[config.mk]
export PLATFORM = sky130hd
export DESIGN_NAME = acc_conv_ctrl
export DESIGN_NICKNAME = d
export VERILOG_FILES = /design/src/design/acc_pkg.sv /design/src/design/acc_clk_div.sv /design/src/design/acc_conv_ctrl.sv /design/src/design/acc_sync.sv
export VERILOG_INCLUDE_DIRS = /design/src /design/src/design
export SDC_FILE = /design/constraint.sdc
export NUM_CORES = 1
export LEC_CHECK = 0
export ABC_AREA = 1
export CORE_UTILIZATION = 50
export CTS_CLUSTER_SIZE = 30
export DETAILED_ROUTE_END_ITERATION = 10
export DONT_BUFFER_PORTS = 1
export GPL_ROUTABILITY_DRIVEN = 0
export PLACE_DENSITY = 0.64
export SYNTH_ARGS = -nofsm -noshare
export SYNTH_HDL_FRONTEND = slang
export SYNTH_HIERARCHICAL = 1
export SYNTH_SLANG_ARGS = --single-unit
[constraint.sdc]
create_clock -name clk_in -period 6.9 [get_ports clk_in]
set_input_delay 0.345 -clock clk_in [delete_from_list [all_inputs] [get_ports clk_in]]
set_output_delay 0.345 -clock clk_in [all_outputs]
set_load 0.01 [all_outputs]
[src/design/acc_defs.svh]
`ifndef ACC_DEFS_SVH
`define ACC_DEFS_SVH
// ****************************************
// register byte offsets (one word each)
// ****************************************
`define ACC_AW          6
`define ACC_OFS_SC1     6'h00
`define ACC_OFS_SC2     6'h04
`define ACC_OFS_RH      6'h08
`define ACC_OFS_RL      6'h0c
`define ACC_OFS_CVH     6'h10
`define ACC_OFS_CVL     6'h14
`define ACC_OFS_CFG     6'h18
`define ACC_OFS_PDL     6'h1c
`define ACC_OFS_PDM     6'h20
`define ACC_OFS_PDH     6'h24
// ****************************************
// field positions
// ****************************************
`define ACC_SC1_DONE    7
`define ACC_SC1_IEN     6
`define ACC_SC1_CONT    5
`define ACC_SC2_ACT     7
`define ACC_SC2_HWT     6
`define ACC_SC2_CFE     5
`define ACC_SC2_CGT     4
`define ACC_CFG_DIV     5
`define ACC_CFG_MODE    2
`define ACC_CFG_SRC     0
// ****************************************
// codes, reset values, timing counts
// ****************************************
`define ACC_MODE_8      2'h0
`define ACC_MODE_10     2'h2
`define ACC_SRC_BUS     2'h0
`define ACC_SRC_BUS2    2'h1
`define ACC_SRC_ALT     2'h2
`define ACC_SRC_ASYNC   2'h3
`define ACC_CH_OFF      5'h1f
`define ACC_RST_CH      5'h1f
`define ACC_TICKS_8     6'h14
`define ACC_TICKS_10    6'h17
`endif

[src/design/acc_pkg.sv]
package acc_pkg;
   // ****************************************
   // types
   // ****************************************
   typedef enum logic {ST_IDLE, ST_CONV} acc_fsm_t;

   typedef struct packed {
      acc_fsm_t    state;   // conversion sequencer
      logic        busy;    // converter powered
      logic        aclk;    // async clock request
      logic        wreq;    // bus waitrequest
      logic [7:0]  rdata;   // latched read data
      logic [4:0]  ch;      // channel_select
      logic        ien;     // conv_irq_enable
      logic        cont;    // continuous_enable
      logic        done;    // conv_done_flag
      logic        irq;     // interrupt line
      logic        hwsel;   // hw_trigger_select
      logic        cfe;     // compare_enable
      logic        cgt;     // compare greater-or-equal
      logic [1:0]  cvh;     // compare_value_high
      logic [7:0]  cvl;     // compare_value_low
      logic [1:0]  div;     // clock_divide_select
      logic [1:0]  mode;    // conversion mode
      logic [1:0]  src;     // clock_source_select
      logic [7:0]  rh;      // result_high
      logic [7:0]  rl;      // result_low
      logic        rhpend;  // high read, low not yet
      logic [23:0] pdis;    // pin disable bits
      logic [23:0] oe;      // pad output enables
      logic [23:0] pu;      // pad pull-ups
      logic [23:0] prd;     // port read values
      logic        half;    // bus clock / 2 phase
      logic        alt_q;   // edge history
      logic        asy_q;
      logic        hw_q;
      logic [5:0]  cnt;     // converter clock count
   } acc_main_t;

   // ****************************************
   // rounding, saturating at full scale
   // ****************************************
   function automatic logic [9:0] acc_round10(input logic [10:0] raw);
      if (raw[10:1] == 10'h3ff) return 10'h3ff;
      return raw[10:1] + {9'h0, raw[0]};
   endfunction : acc_round10

   function automatic logic [7:0] acc_round8(input logic [10:0] raw);
      if (raw[10:3] == 8'hff) return 8'hff;
      return raw[10:3] + {7'h0, raw[2]};
   endfunction : acc_round8
endpackage : acc_pkg

[src/design/acc_clk_div.sv]
`timescale 1ns/1ns
module acc_clk_div import acc_pkg::*; (
   input  wire logic       clk_in,
   input  wire logic       srst_in,
   input  wire logic       clk_en_in,
   input  wire logic       clear_in,
   input  wire logic       tick_in,
   input  wire logic [1:0] sel_in,
   output logic            tick_out
);
   typedef struct packed {
      logic [2:0] cnt;   // source ticks seen
      logic       tick;  // converter clock enable
   } acc_div_t;

   acc_div_t   r;
   acc_div_t   n;
   logic [2:0] lim;      // last count before a tick

   // ****************************************
   // divide source ticks by 1, 2, 4 or 8
   // ****************************************
   always_comb begin
      n      = r;
      n.tick = 1'b0;
      lim    = 3'h0;
      unique case (sel_in)
         2'h0: lim = 3'h0;
         2'h1: lim = 3'h1;
         2'h2: lim = 3'h3;
         2'h3: lim = 3'h7;
      endcase
      // restart while idle so every conversion started from idle sees full periods
      if (clear_in) begin
         n.cnt = 3'h0;
      end else if (tick_in) begin
         if (r.cnt >= lim) begin
            n.cnt  = 3'h0;
            n.tick = 1'b1;
         end else begin
            n.cnt = r.cnt + 3'h1;
         end
      end
   end

   always_ff @(posedge clk_in) begin
      if (srst_in) begin
         r <= '0;
      end else if (clk_en_in) begin
         r <= n;
      end
   end

   assign tick_out = r.tick;
endmodule : acc_clk_div

[src/design/acc_conv_ctrl.sv]
// Notes on behaviour
// pin disable bit 1 turns port control off
// disabled pin: driver off, pull-up off
// disabled pin: input off, port reads zero
// converter off in reset or channel all ones
// idle in lowest power between conversions
// ten-bit: round eleven bits into high/low
// eight-bit: round nine bits into low only
// transfer sets done; interrupt if enabled then
// compare enable compares each result, all modes
// four clock sources, bus clock after reset
// async clock kept running when selected; code enables it only while converting
// selected source divided by 1,2,4,8
// hardware trigger rising edge starts conversion
// trigger edge ignored while converting
// continuous hardware mode: only first edge
// control one write starts unless channel off; code also needs hardware trigger off
// continuous mode restarts after each transfer
// high read pending blocks transfer and flag
// single, compare false: block moot, stop
// other blocked transfers start another conversion
// software waits for done before reading results
// mode 00 eight-bit, 10 ten-bit
// source codes bus, bus/2, alternate, async
// control two/config/compare write aborts conversion
`timescale 1ns/1ns
`include "acc_defs.svh"
module acc_conv_ctrl import acc_pkg::*; #(
   parameter logic [5:0] TICKS_8  = `ACC_TICKS_8,  // converter clocks, eight-bit
   parameter logic [5:0] TICKS_10 = `ACC_TICKS_10  // converter clocks, ten-bit
) (
   input  wire logic              clk_in,
   input  wire logic              srst_in,
   input  wire logic              clk_en_in,
   input  wire logic [`ACC_AW-1:0] avs_address_in,
   input  wire logic              avs_read_in,
   input  wire logic              avs_write_in,
   input  wire logic [31:0]       avs_writedata_in,
   input  wire logic [3:0]        avs_byteenable_in,
   output logic      [31:0]       avs_readdata_out,
   output logic                   avs_waitrequest_out,
   input  wire logic              alternate_clock_in,
   input  wire logic              async_conv_clock_in,
   input  wire logic              hw_trigger_input_in,
   input  wire logic [10:0]       analog_value_in,
   input  wire logic [23:0]       port_oe_in,
   input  wire logic [23:0]       port_pullup_in,
   input  wire logic [23:0]       pin_in,
   output logic      [23:0]       pad_oe_out,
   output logic      [23:0]       pad_pullup_out,
   output logic      [23:0]       port_read_out,
   output logic      [4:0]        channel_select_out,
   output logic                   conv_active_out,
   output logic                   async_clk_enable_out,
   output logic                   conv_irq_out
);
   // ****************************************
   // declarations
   // ****************************************
   acc_main_t   r;            // all state
   acc_main_t   n;            // next state
   logic [23:0] pin_q;        // synchronised pins
   logic [2:0]  ext;          // synced hw, async, alt
   logic [2:0]  rise;         // their rising edges
   logic        src_tick;     // selected source tick
   logic        conv_tick;    // converter_clock enable
   logic        req;          // bus request present
   logic        acc;          // request taken this edge
   logic        wr;           // register write taken
   logic        rd;           // register read taken
   logic [7:0]  wd;           // write byte
   logic        wsc1;
   logic        wsc2;
   logic        wcfg;
   logic        wcvh;
   logic        wcvl;
   logic        abort;        // write that kills a conversion
   logic [7:0]  rmux;         // read data mux
   logic [9:0]  v10;          // rounded ten-bit value
   logic [7:0]  v8;           // rounded eight-bit value
   logic [9:0]  val;          // value in current mode
   logic [9:0]  cmpv;         // compare value in current mode
   logic [9:0]  diff;         // result minus compare value
   logic        cond;         // compare condition true
   logic        pass;         // result may be transferred
   logic        blocked;      // split read in progress
   logic [5:0]  need;         // clocks per conversion
   logic        fin;          // conversion ends this edge
   logic        xfer;         // result lands this edge
   logic        restart;      // go on converting after fin
   logic        sw_start;
   logic        hw_start;
   logic [15:0] res16;        // value for result pair

   // ****************************************
   // input synchronisers
   // ****************************************
   acc_sync #(.WIDTH(24)) u_pin_sync (
      .clk_in    (clk_in),
      .srst_in   (srst_in),
      .clk_en_in (clk_en_in),
      .d_in      (pin_in),
      .q_out     (pin_q)
   );

   acc_sync #(.WIDTH(3)) u_ext_sync (
      .clk_in    (clk_in),
      .srst_in   (srst_in),
      .clk_en_in (clk_en_in),
      .d_in      ({hw_trigger_input_in, async_conv_clock_in, alternate_clock_in}),
      .q_out     (ext)
   );

   assign rise = ext & ~{r.hw_q, r.asy_q, r.alt_q};

   // ****************************************
   // converter clock: source select and divide
   // ****************************************
   // external clocks are sampled, so they must run well below the bus clock
   assign src_tick = (r.src == `ACC_SRC_BUS)  ? 1'b1 :
                     (r.src == `ACC_SRC_BUS2) ? r.half :
                     (r.src == `ACC_SRC_ALT)  ? rise[0] : rise[1];

   acc_clk_div u_div (
      .clk_in    (clk_in),
      .srst_in   (srst_in),
      .clk_en_in (clk_en_in),
      .clear_in  (r.state == ST_IDLE),
      .tick_in   (src_tick),
      .sel_in    (r.div),
      .tick_out  (conv_tick)
   );

   // ****************************************
   // bus decode: one wait state per access
   // ****************************************
   assign req   = avs_read_in | avs_write_in;
   assign acc   = req & ~r.wreq;
   assign wr    = acc & avs_write_in & avs_byteenable_in[0];
   assign rd    = acc & avs_read_in;
   assign wd    = avs_writedata_in[7:0];
   assign wsc1  = wr && (avs_address_in == `ACC_OFS_SC1);
   assign wsc2  = wr && (avs_address_in == `ACC_OFS_SC2);
   assign wcfg  = wr && (avs_address_in == `ACC_OFS_CFG);
   assign wcvh  = wr && (avs_address_in == `ACC_OFS_CVH);
   assign wcvl  = wr && (avs_address_in == `ACC_OFS_CVL);
   assign abort = wsc1 | wsc2 | wcfg | wcvh | wcvl;

   // read mux; unmapped offsets read zero
   always_comb begin
      rmux = 8'h00;
      unique case (avs_address_in)
         `ACC_OFS_SC1: rmux = {r.done, r.ien, r.cont, r.ch};
         `ACC_OFS_SC2: rmux = {r.busy, r.hwsel, r.cfe, r.cgt, 4'h0};
         `ACC_OFS_RH:  rmux = r.rh;
         `ACC_OFS_RL:  rmux = r.rl;
         `ACC_OFS_CVH: rmux = {6'h00, r.cvh};
         `ACC_OFS_CVL: rmux = r.cvl;
         `ACC_OFS_CFG: rmux = {1'b0, r.div, 1'b0, r.mode, r.src};
         `ACC_OFS_PDL: rmux = r.pdis[7:0];
         `ACC_OFS_PDM: rmux = r.pdis[15:8];
         `ACC_OFS_PDH: rmux = r.pdis[23:16];
         default:      rmux = 8'h00;
      endcase
   end

   // ****************************************
   // result path: rounding, compare, blocking
   // ****************************************
   assign v10     = acc_round10(analog_value_in);
   assign v8      = acc_round8(analog_value_in);
   assign val     = (r.mode == `ACC_MODE_10) ? v10 : {2'h0, v8};
   assign cmpv    = (r.mode == `ACC_MODE_10) ? {r.cvh, r.cvl} : {2'h0, r.cvl};
   assign diff    = val - cmpv;
   assign cond    = r.cgt ? (val >= cmpv) : (val < cmpv);
   assign pass    = ~r.cfe | cond;
   assign blocked = (r.mode == `ACC_MODE_10) & r.rhpend;
   assign need    = (r.mode == `ACC_MODE_10) ? TICKS_10 : TICKS_8;
   assign fin     = (r.state == ST_CONV) && conv_tick && (r.cnt == need - 6'h01);
   assign xfer    = fin & pass & ~blocked;
   // single with failed compare stops even if blocked; continuous, or passing but blocked, goes on
   assign restart = r.cont | (pass & blocked);
   assign res16   = (r.mode == `ACC_MODE_10) ?
                    {6'h00, (r.cfe ? diff : v10)} : {8'h00, (r.cfe ? diff[7:0] : v8)};
   assign sw_start = wsc1 && !r.hwsel && (wd[4:0] != `ACC_CH_OFF);
   // edges only count from idle, so continuous runs see the first one only
   assign hw_start = rise[2] && r.hwsel && (r.state == ST_IDLE)
                     && (r.ch != `ACC_CH_OFF) && !abort;

   // ****************************************
   // next state
   // ****************************************
   always_comb begin
      n        = r;
      // bus handshake: drop waitrequest for one cycle per request
      n.wreq   = ~(req & r.wreq);
      if (req & r.wreq) begin
         n.rdata = rmux;
      end
      n.half   = ~r.half;
      {n.hw_q, n.asy_q, n.alt_q} = ext;
      // register writes
      if (wsc1) begin
         n.ien  = wd[`ACC_SC1_IEN];
         n.cont = wd[`ACC_SC1_CONT];
         n.ch   = wd[4:0];
         n.done = 1'b0;
         n.irq  = 1'b0;
      end
      if (wsc2) begin
         n.hwsel = wd[`ACC_SC2_HWT];
         n.cfe   = wd[`ACC_SC2_CFE];
         n.cgt   = wd[`ACC_SC2_CGT];
      end
      if (wcfg) begin
         n.div  = wd[`ACC_CFG_DIV +: 2];
         n.mode = wd[`ACC_CFG_MODE +: 2];
         n.src  = wd[`ACC_CFG_SRC +: 2];
      end
      if (wcvh) begin
         n.cvh = wd[1:0];
      end
      if (wcvl) begin
         n.cvl = wd;
      end
      if (wr && (avs_address_in == `ACC_OFS_PDL)) begin
         n.pdis[7:0] = wd;
      end
      if (wr && (avs_address_in == `ACC_OFS_PDM)) begin
         n.pdis[15:8] = wd;
      end
      if (wr && (avs_address_in == `ACC_OFS_PDH)) begin
         n.pdis[23:16] = wd;
      end
      // split read tracking; reading high arms the block
      if (rd && (avs_address_in == `ACC_OFS_RL)) begin
         n.rhpend = 1'b0;
      end
      if (rd && (avs_address_in == `ACC_OFS_RH)) begin
         n.rhpend = 1'b1;
      end
      // result transfer; set beats a same-cycle clear
      if (xfer) begin
         {n.rh, n.rl} = res16;
         n.done       = 1'b1;
         if (r.ien) begin
            n.irq = 1'b1;
         end
      end
      // conversion sequencer
      unique case (r.state)
         ST_IDLE: begin
            if (sw_start || hw_start) begin
               n.state = ST_CONV;
               n.cnt   = 6'h00;
            end
         end
         ST_CONV: begin
            if (abort) begin
               n.state = sw_start ? ST_CONV : ST_IDLE;
               n.cnt   = 6'h00;
            end else if (fin) begin
               n.state = restart ? ST_CONV : ST_IDLE;
               n.cnt   = 6'h00;
            end else if (conv_tick) begin
               n.cnt = r.cnt + 6'h01;
            end
         end
      endcase
      n.busy = (n.state == ST_CONV);
      n.aclk = n.busy && (n.src == `ACC_SRC_ASYNC);
      // pin control: disabled pins lose driver, pull-up and input
      n.oe  = port_oe_in & ~r.pdis;
      n.pu  = port_pullup_in & ~r.pdis;
      n.prd = pin_q & ~r.pdis;
   end

   // ****************************************
   // state register
   // ****************************************
   always_ff @(posedge clk_in) begin
      if (srst_in) begin
         r      <= '0;
         r.ch   <= `ACC_RST_CH;
         r.wreq <= 1'b1;
      end else if (clk_en_in) begin
         r <= n;
      end
   end

   assign avs_readdata_out     = {24'h000000, r.rdata};
   assign avs_waitrequest_out  = r.wreq;
   assign pad_oe_out           = r.oe;
   assign pad_pullup_out       = r.pu;
   assign port_read_out        = r.prd;
   assign channel_select_out   = r.ch;
   assign conv_active_out      = r.busy;
   assign async_clk_enable_out = r.aclk;
   assign conv_irq_out         = r.irq;
endmodule : acc_conv_ctrl

[src/design/acc_sync.sv]
`timescale 1ns/1ns
module acc_sync import acc_pkg::*; #(
   parameter int WIDTH = 1
) (
   input  wire logic             clk_in,
   input  wire logic             srst_in,
   input  wire logic             clk_en_in,
   input  wire logic [WIDTH-1:0] d_in,
   output logic      [WIDTH-1:0] q_out
);
   typedef struct packed {
      logic [WIDTH-1:0] s1;  // metastable stage, read by s2 only
      logic [WIDTH-1:0] s2;
      logic [WIDTH-1:0] s3;
      logic [WIDTH-1:0] q;   // filtered level
   } acc_sync_t;

   acc_sync_t r;
   acc_sync_t n;

   // ****************************************
   // three stages; a change counts when s2 and s3 agree
   // ****************************************
   always_comb begin
      n    = r;
      n.s1 = d_in;
      n.s2 = r.s1;
      n.s3 = r.s2;
      n.q  = (r.s2 & r.s3) | (r.q & (r.s2 | r.s3));
   end

   always_ff @(posedge clk_in) begin
      if (srst_in) begin
         r <= '0;
      end else if (clk_en_in) begin
         r <= n;
      end
   end

   assign q_out = r.q;
endmodule : acc_sync

== Word level (Yosys, flattened, before mapping) ==
Cells that the tools add are included.
Widths: inputs -> output; s select.
Cells by class
  add/subtract/negate cells: 6
  magnitude comparators: 3
  equality and inequality tests: 24
  muxes and demuxes: 40
  bitwise gates (word level): 36
  reductions and logical operators: 41
Operator list (count)
  $and 24x24->24: 5
  $pmux 8 s10: 1
  $mux 10: 6
  $or 24x24->24: 2
  $reduce_and 2->1: 13
  $eq 6x5->1 const B: 4
  $mux 6: 4
  $mux 8: 3
  $not 24->24: 1
  $logic_and 1x1->1: 19
  $mux 1: 16
  $eq 6x4->1 const B: 2
  $eq 6x6->1 const B: 2
  $pmux 3 s4: 1
  $pmux 6 s2: 1
  $add 10x1->10: 1
  $eq 10x10->1 const B: 1
  $eq 2x2->1 const B: 5
  $ge 10x10->1: 1
  $lt 10x10->1: 1
  $ne 5x5->1 const B: 2
  $sub 10x10->10: 1
  $and 1x1->1: 9
  $and 3x3->3: 3
  other kinds (26): 46
Word-level totals
  bits in registers: 274
  logic and storage cells: 191

== Longest topological paths before layout ==
  depth after elaboration: 15
  depth in mapped cells: 26
  depth with buffers taken out: 26

== Modules after synthesis ==
The synthesis kept the hierarchy.
Modules (own cells, without submodules)
  acc_conv_ctrl: times used 1, cells an instance 1130, area an instance 8162.8 um^2, sequential area each 3123.0 um^2
  acc_sync at u_pin_sync: times used 1, cells an instance 558, area an instance 4063.9 um^2, sequential area each 1921.8 um^2
  acc_sync at u_ext_sync: times used 1, cells an instance 69, area an instance 503.0 um^2, sequential area each 240.2 um^2
  acc_clk_div: times used 1, cells an instance 49, area an instance 311.5 um^2, sequential area each 80.1 um^2

== Worst setup path before layout ==
OpenSTA, ideal clock, no wires.
  path kind: in2reg
  start point: input analog_value_in[2]
  end point: register r[110] in the netlist's numbering
  library setup time: 0.116 ns
  data arrival time: 2.673 ns
  required time: 6.784 ns
  slack: 4.111 ns
  stages on the path: 21
  buffers on the path: 1
  path through: ha_1 -> nand3_1 -> nor2_1 -> nand3_1 -> xor2_1 -> a21oi_1 -> o21ai_0 -> nand2_1 -> inv_1 -> ha_1 -> nand2_1 -> inv_1 -> a21oi_1 -> nand4_1 -> nand2_1 -> inv_1 -> nand2_1 -> nand2_1 -> buf_4 -> o21ai_0 -> nor2_1
Between the ends
  word-level cells in the longest chain between the ends: 10
  elaborated cells between the ends (all ways): 18
  classes of those cells: add/sub (3); order compare (2); eq/ne (1); mux (8); bitwise (3); reduce/logical (1)
Ends and longest elaborated chain
  start: declaration: line acc_conv_ctrl.sv:45  | input wire logic [10:0] analog_value_in,
  parallel branches: the longest is 10 deep, another holds $add 10x1->10
  end signal: assignment: line acc_conv_ctrl.sv:287  | r <= n;
  end: declaration: line acc_conv_ctrl.sv:60  | acc_main_t r;
Several ways; the timed one is not identified.
A chain may end at the register's enable or synchronous reset.

== Final worst setup path ==
  start point: register r[126] in the netlist's numbering
  end point: register r[113] in the netlist's numbering
Between the ends
  word-level cells in the longest chain between the ends: 8
  elaborated cells between the ends (all ways): 20
  classes of those cells: add/sub (2); order compare (2); eq/ne (2); mux (7); bitwise (5); reduce/logical (2)
Ends and longest elaborated chain
  $eq 2x2->1 (no source line) *
  $mux 10 (tied with other cells): line acc_conv_ctrl.sv:172  | assign val = (r.mode == `ACC_MODE_10) ? v10 : {2'h0, v8};
  $lt 10x10->1 (tied with other cells): line acc_conv_ctrl.sv:175  | assign cond = r.cgt ? (val >= cmpv) : (val < cmpv);
  $mux 1 or $eq 6x6->1 (tied branches): line acc_conv_ctrl.sv:175, acc_conv_ctrl.sv:179
  $or 1x1->1 or $logic_and 1x1->1 (tied branches): line acc_conv_ctrl.sv:176, acc_conv_ctrl.sv:179
  $and 1x1->1 (2 in series): line acc_conv_ctrl.sv:180  | assign xfer = fin & pass & ~blocked;
  $reduce_and 2->1 (no source line)
Mark *: on every way between the ends. The rest lies on a longest branch, timed or not.

==> flow_metrics.env <==
export IMPL_status="completed"
export IMPL_netlist_top_cell_by_area="dfxtp_1"
export IMPL_wire_per_inst_um=16.8
export IMPL_grt_max_degree=201
export IMPL_cts_made_buffers=29
export IMPL_drc=0
export IMPL_min_period_ps=3380
export IMPL_synth_top_area_frac=0.411
export IMPL_worstSetupPathType="reg -> reg"
export IMPL_mostFrequentLayoutCells="453 x nand2_1, 268 x dfxtp_1, 251 x a21oi_1, 191 x inv_1, 98 x nand3_1"
export IMPL_drtIter0Drc=934
export IMPL_fin_ws_ps=3520
export IMPL_via_per_inst=5.26
export IMPL_cp_arrival_ps=3810
export IMPL_antenna_found_initial=1
export IMPL_area_delta_synth_final_pct=8.75
export IMPL_cts_tree="done"
export IMPL_die_area_sq_um=26700
export IMPL_clk_latency_ps=540
export IMPL_cts_buffer_depth=3
export IMPL_switching_share=0.237
export IMPL_cp_max_fo=14
export IMPL_ys_types=47
export IMPL_postCtsSetupBuffers=0
export IMPL_switching_power_mw=0.822
export IMPL_htree_levels=1
export IMPL_p_int_mw=2.65
export IMPL_dpl_hpwl_um=21700
export IMPL_worstSetupStartpointType="flop"
export IMPL_final_util=0.558
export IMPL_ff_latch_area_sq_um=5370
export IMPL_fin_total_pwr_mw=3.48
export IMPL_total_leakage_power_nw=5.72
export IMPL_initial_core_util=0.513
export IMPL_num_vias=11000
export IMPL_drive_gt1_frac=0.0785
export IMPL_power_density_nw_per_um2=245
export IMPL_synth_area_sq_um=13000
export IMPL_rows=58
export IMPL_fmax_ghz=0.296
export IMPL_dr_pass1_iters=5
export IMPL_overflow=0
export IMPL_pin_count=246
export IMPL_synth_seq_area_share=0.411
export IMPL_seq_power_share=0.465
export IMPL_setup_viol=0
export IMPL_die_h_um=164
export IMPL_final_nets=1901
export IMPL_clockRootBuffer="clkbuf_16"
export IMPL_numPortBuffers=0
export IMPL_rsz0062_at_grt="no"
export IMPL_power_frac_comb=0.075
export IMPL_slew_headroom=0.326
export IMPL_synth_area_leaders="dfxtp_1 41%, nand2_1 13%, a21oi_1 9.6%"
export IMPL_grt_pass1_vias=9773
export IMPL_path_clk_slew_ps=60
export IMPL_grt_usage=0.256
export IMPL_grt_pass1_wl_um=53400
export IMPL_slew_violations=0
export IMPL_hold_viol=0
export IMPL_netlist_instances=1806
export IMPL_wirelength_um=35300
export IMPL_multi_input_area_sq_um=5580
export IMPL_period_share=0.490
export IMPL_clkSinkCount=268
export IMPL_fin_setup_tns_ps=0
export IMPL_dp_cells=1950
export IMPL_place_ws_ps=3420
export IMPL_yosysWarnings=6
export IMPL_fill_cells=2479
export IMPL_ys_ff_latch=268
export IMPL_core_area_sq_um=25400
export IMPL_peakVddDrop_mv=0.201
export IMPL_crit_path_end_kind="flop"
export IMPL_hp_class="in -> reg"
export IMPL_final_antenna_net_count=0
export IMPL_max_cap_violations=0
export IMPL_final_common_cell="nand2_1"
export IMPL_tightest_slew_ps=1010
export IMPL_finClkSkew_ps=11.7
export IMPL_clkPwrFrac=0.460
export IMPL_die_w_um=164
export IMPL_required_ps=7330
export IMPL_final_cells=2102
export IMPL_syn_area_per_cell_sq_um=7.22
## synthesized netlist by cell type, drive strengths merged
master / instances
o211a: 1
a21oi: 276
nand2: 483
o21bai: 1
nand4: 13
clkinv: 4
o21ai: 85
conb: 1
dfxtp: 268
ha: 19
o221ai: 2
a22oi: 6
or2: 2
a31oi: 3
o211ai: 8
o31ai: 1
xnor2: 7
clkbuf: 40
nor3: 5
nand3b: 1
o311ai: 1
nor3b: 1
o2111ai: 5
o22ai: 11
inv: 203
nand3: 101
xor2: 9
fa: 1
nor4: 3
nor2: 74
buf: 171
## critical path, cell delays in order (launching register included)
cell and delay, ps:
dfxtp_1 310, inv_1 70, nor2_1 40, buf_4 180, inv_1 120, nand2_1 140
o22ai_1 300, ha_1 230, inv_1 80, fa_1 470, nand3_1 150, nand4_1 90
nand2_1 70, inv_1 40, nand2_1 60, nand2_1 340, inv_2 320, nand3_1 120
o211a_1 120
## worst paths after layout
check / slack, ps / end / start / cells after the start
max: 3520 / r[113] / r[126] / 18
max reg2reg: 3520 / r[113] / r[126] / 18
min reg2reg: 450 / r[106] / r[106] / 2
min: 20 / r[135] / avs_writedata_in[6] / 2
## power by group through the flow
| stage | sequential, mW | clock, mW | combinational, mW |
|---|---|---|---|
| final | 1.62 | 1.60 | 0.261 |
| after detailed placement | 1.65 | 0 | 0.163 |
| after global routing | 1.62 | 1.69 | 0.288 |
| after floorplan | 1.63 | 0 | 0.210 |
| after global placement | 1.65 | 0 | 0.160 |
| after CTS | 1.61 | 1.63 | 0.260 |
## stage by stage
stage	area, sq um	hold WS, ps
after global placement	12200	430
final	14200	17.5
after global routing	14200	5.08
after floorplan	13100	414
after CTS	14200	0.910
after detailed placement	12200	432
## sequential cells by signal (all words and copies together), names as in the netlist
signal / cells
conv_irq_out: 1
async_clk_enable_out: 1
u_div/r: 3
avs_waitrequest_out: 1
u_ext_sync/n: 6
u_ext_sync/r: 3
r: 67
u_pin_sync/r: 24
u_ext_sync/q_out: 3
channel_select_out: 5
conv_active_out: 1
u_pin_sync/q_out: 24
pad_oe_out: 24
port_read_out: 24
u_pin_sync/n: 48
pad_pullup_out: 24
avs_readdata_out: 8
u_div/tick_out: 1
## timing repair
action | 4_1_cts | 5_1_grt
hold endpoints to repair | 221 | 0
gates resized for setup | 0 | 0
hold buffers | 97 | 0
## per-layer routing
layer / share of wire / global-route usage
met1: 0.43 / 0.331
met2: 0.47 / 0.429
met3: 0.060 / 0.0378
met4: 0.037 / 0.0985
met5: 0 / 0
## logic make-up (layout without fill, tap and decap cells)
| group | Yosys count | after routing | share of synthesized area |
|---|---|---|---|
| compound gates | 400 | 400 | 0.168 |
| xor+xnor | 16 | 16 | 0.0107 |
| fa+ha+maj | 20 | 20 | 0.0198 |
| buf+inv | 418 | 360 | 0.167 |
| flops | 268 | 268 | 0.411 |
| other cells | 1 | 25 | 0.000288 |
| simple gates | 683 | 683 | 0.223 |
## final cells by class
type / instances / share of cell area
sequential: 268 / 0.378
clock inverter: 11 / 0.00970
tap: 330 / 0.0291
antenna: 1 / 0.000176
inverter: 207 / 0.0552
multi-input combinational: 1143 / 0.394
clock buffer: 43 / 0.0605
timing repair buffer: 99 / 0.0734
Power figures use the tool's default switching activity.
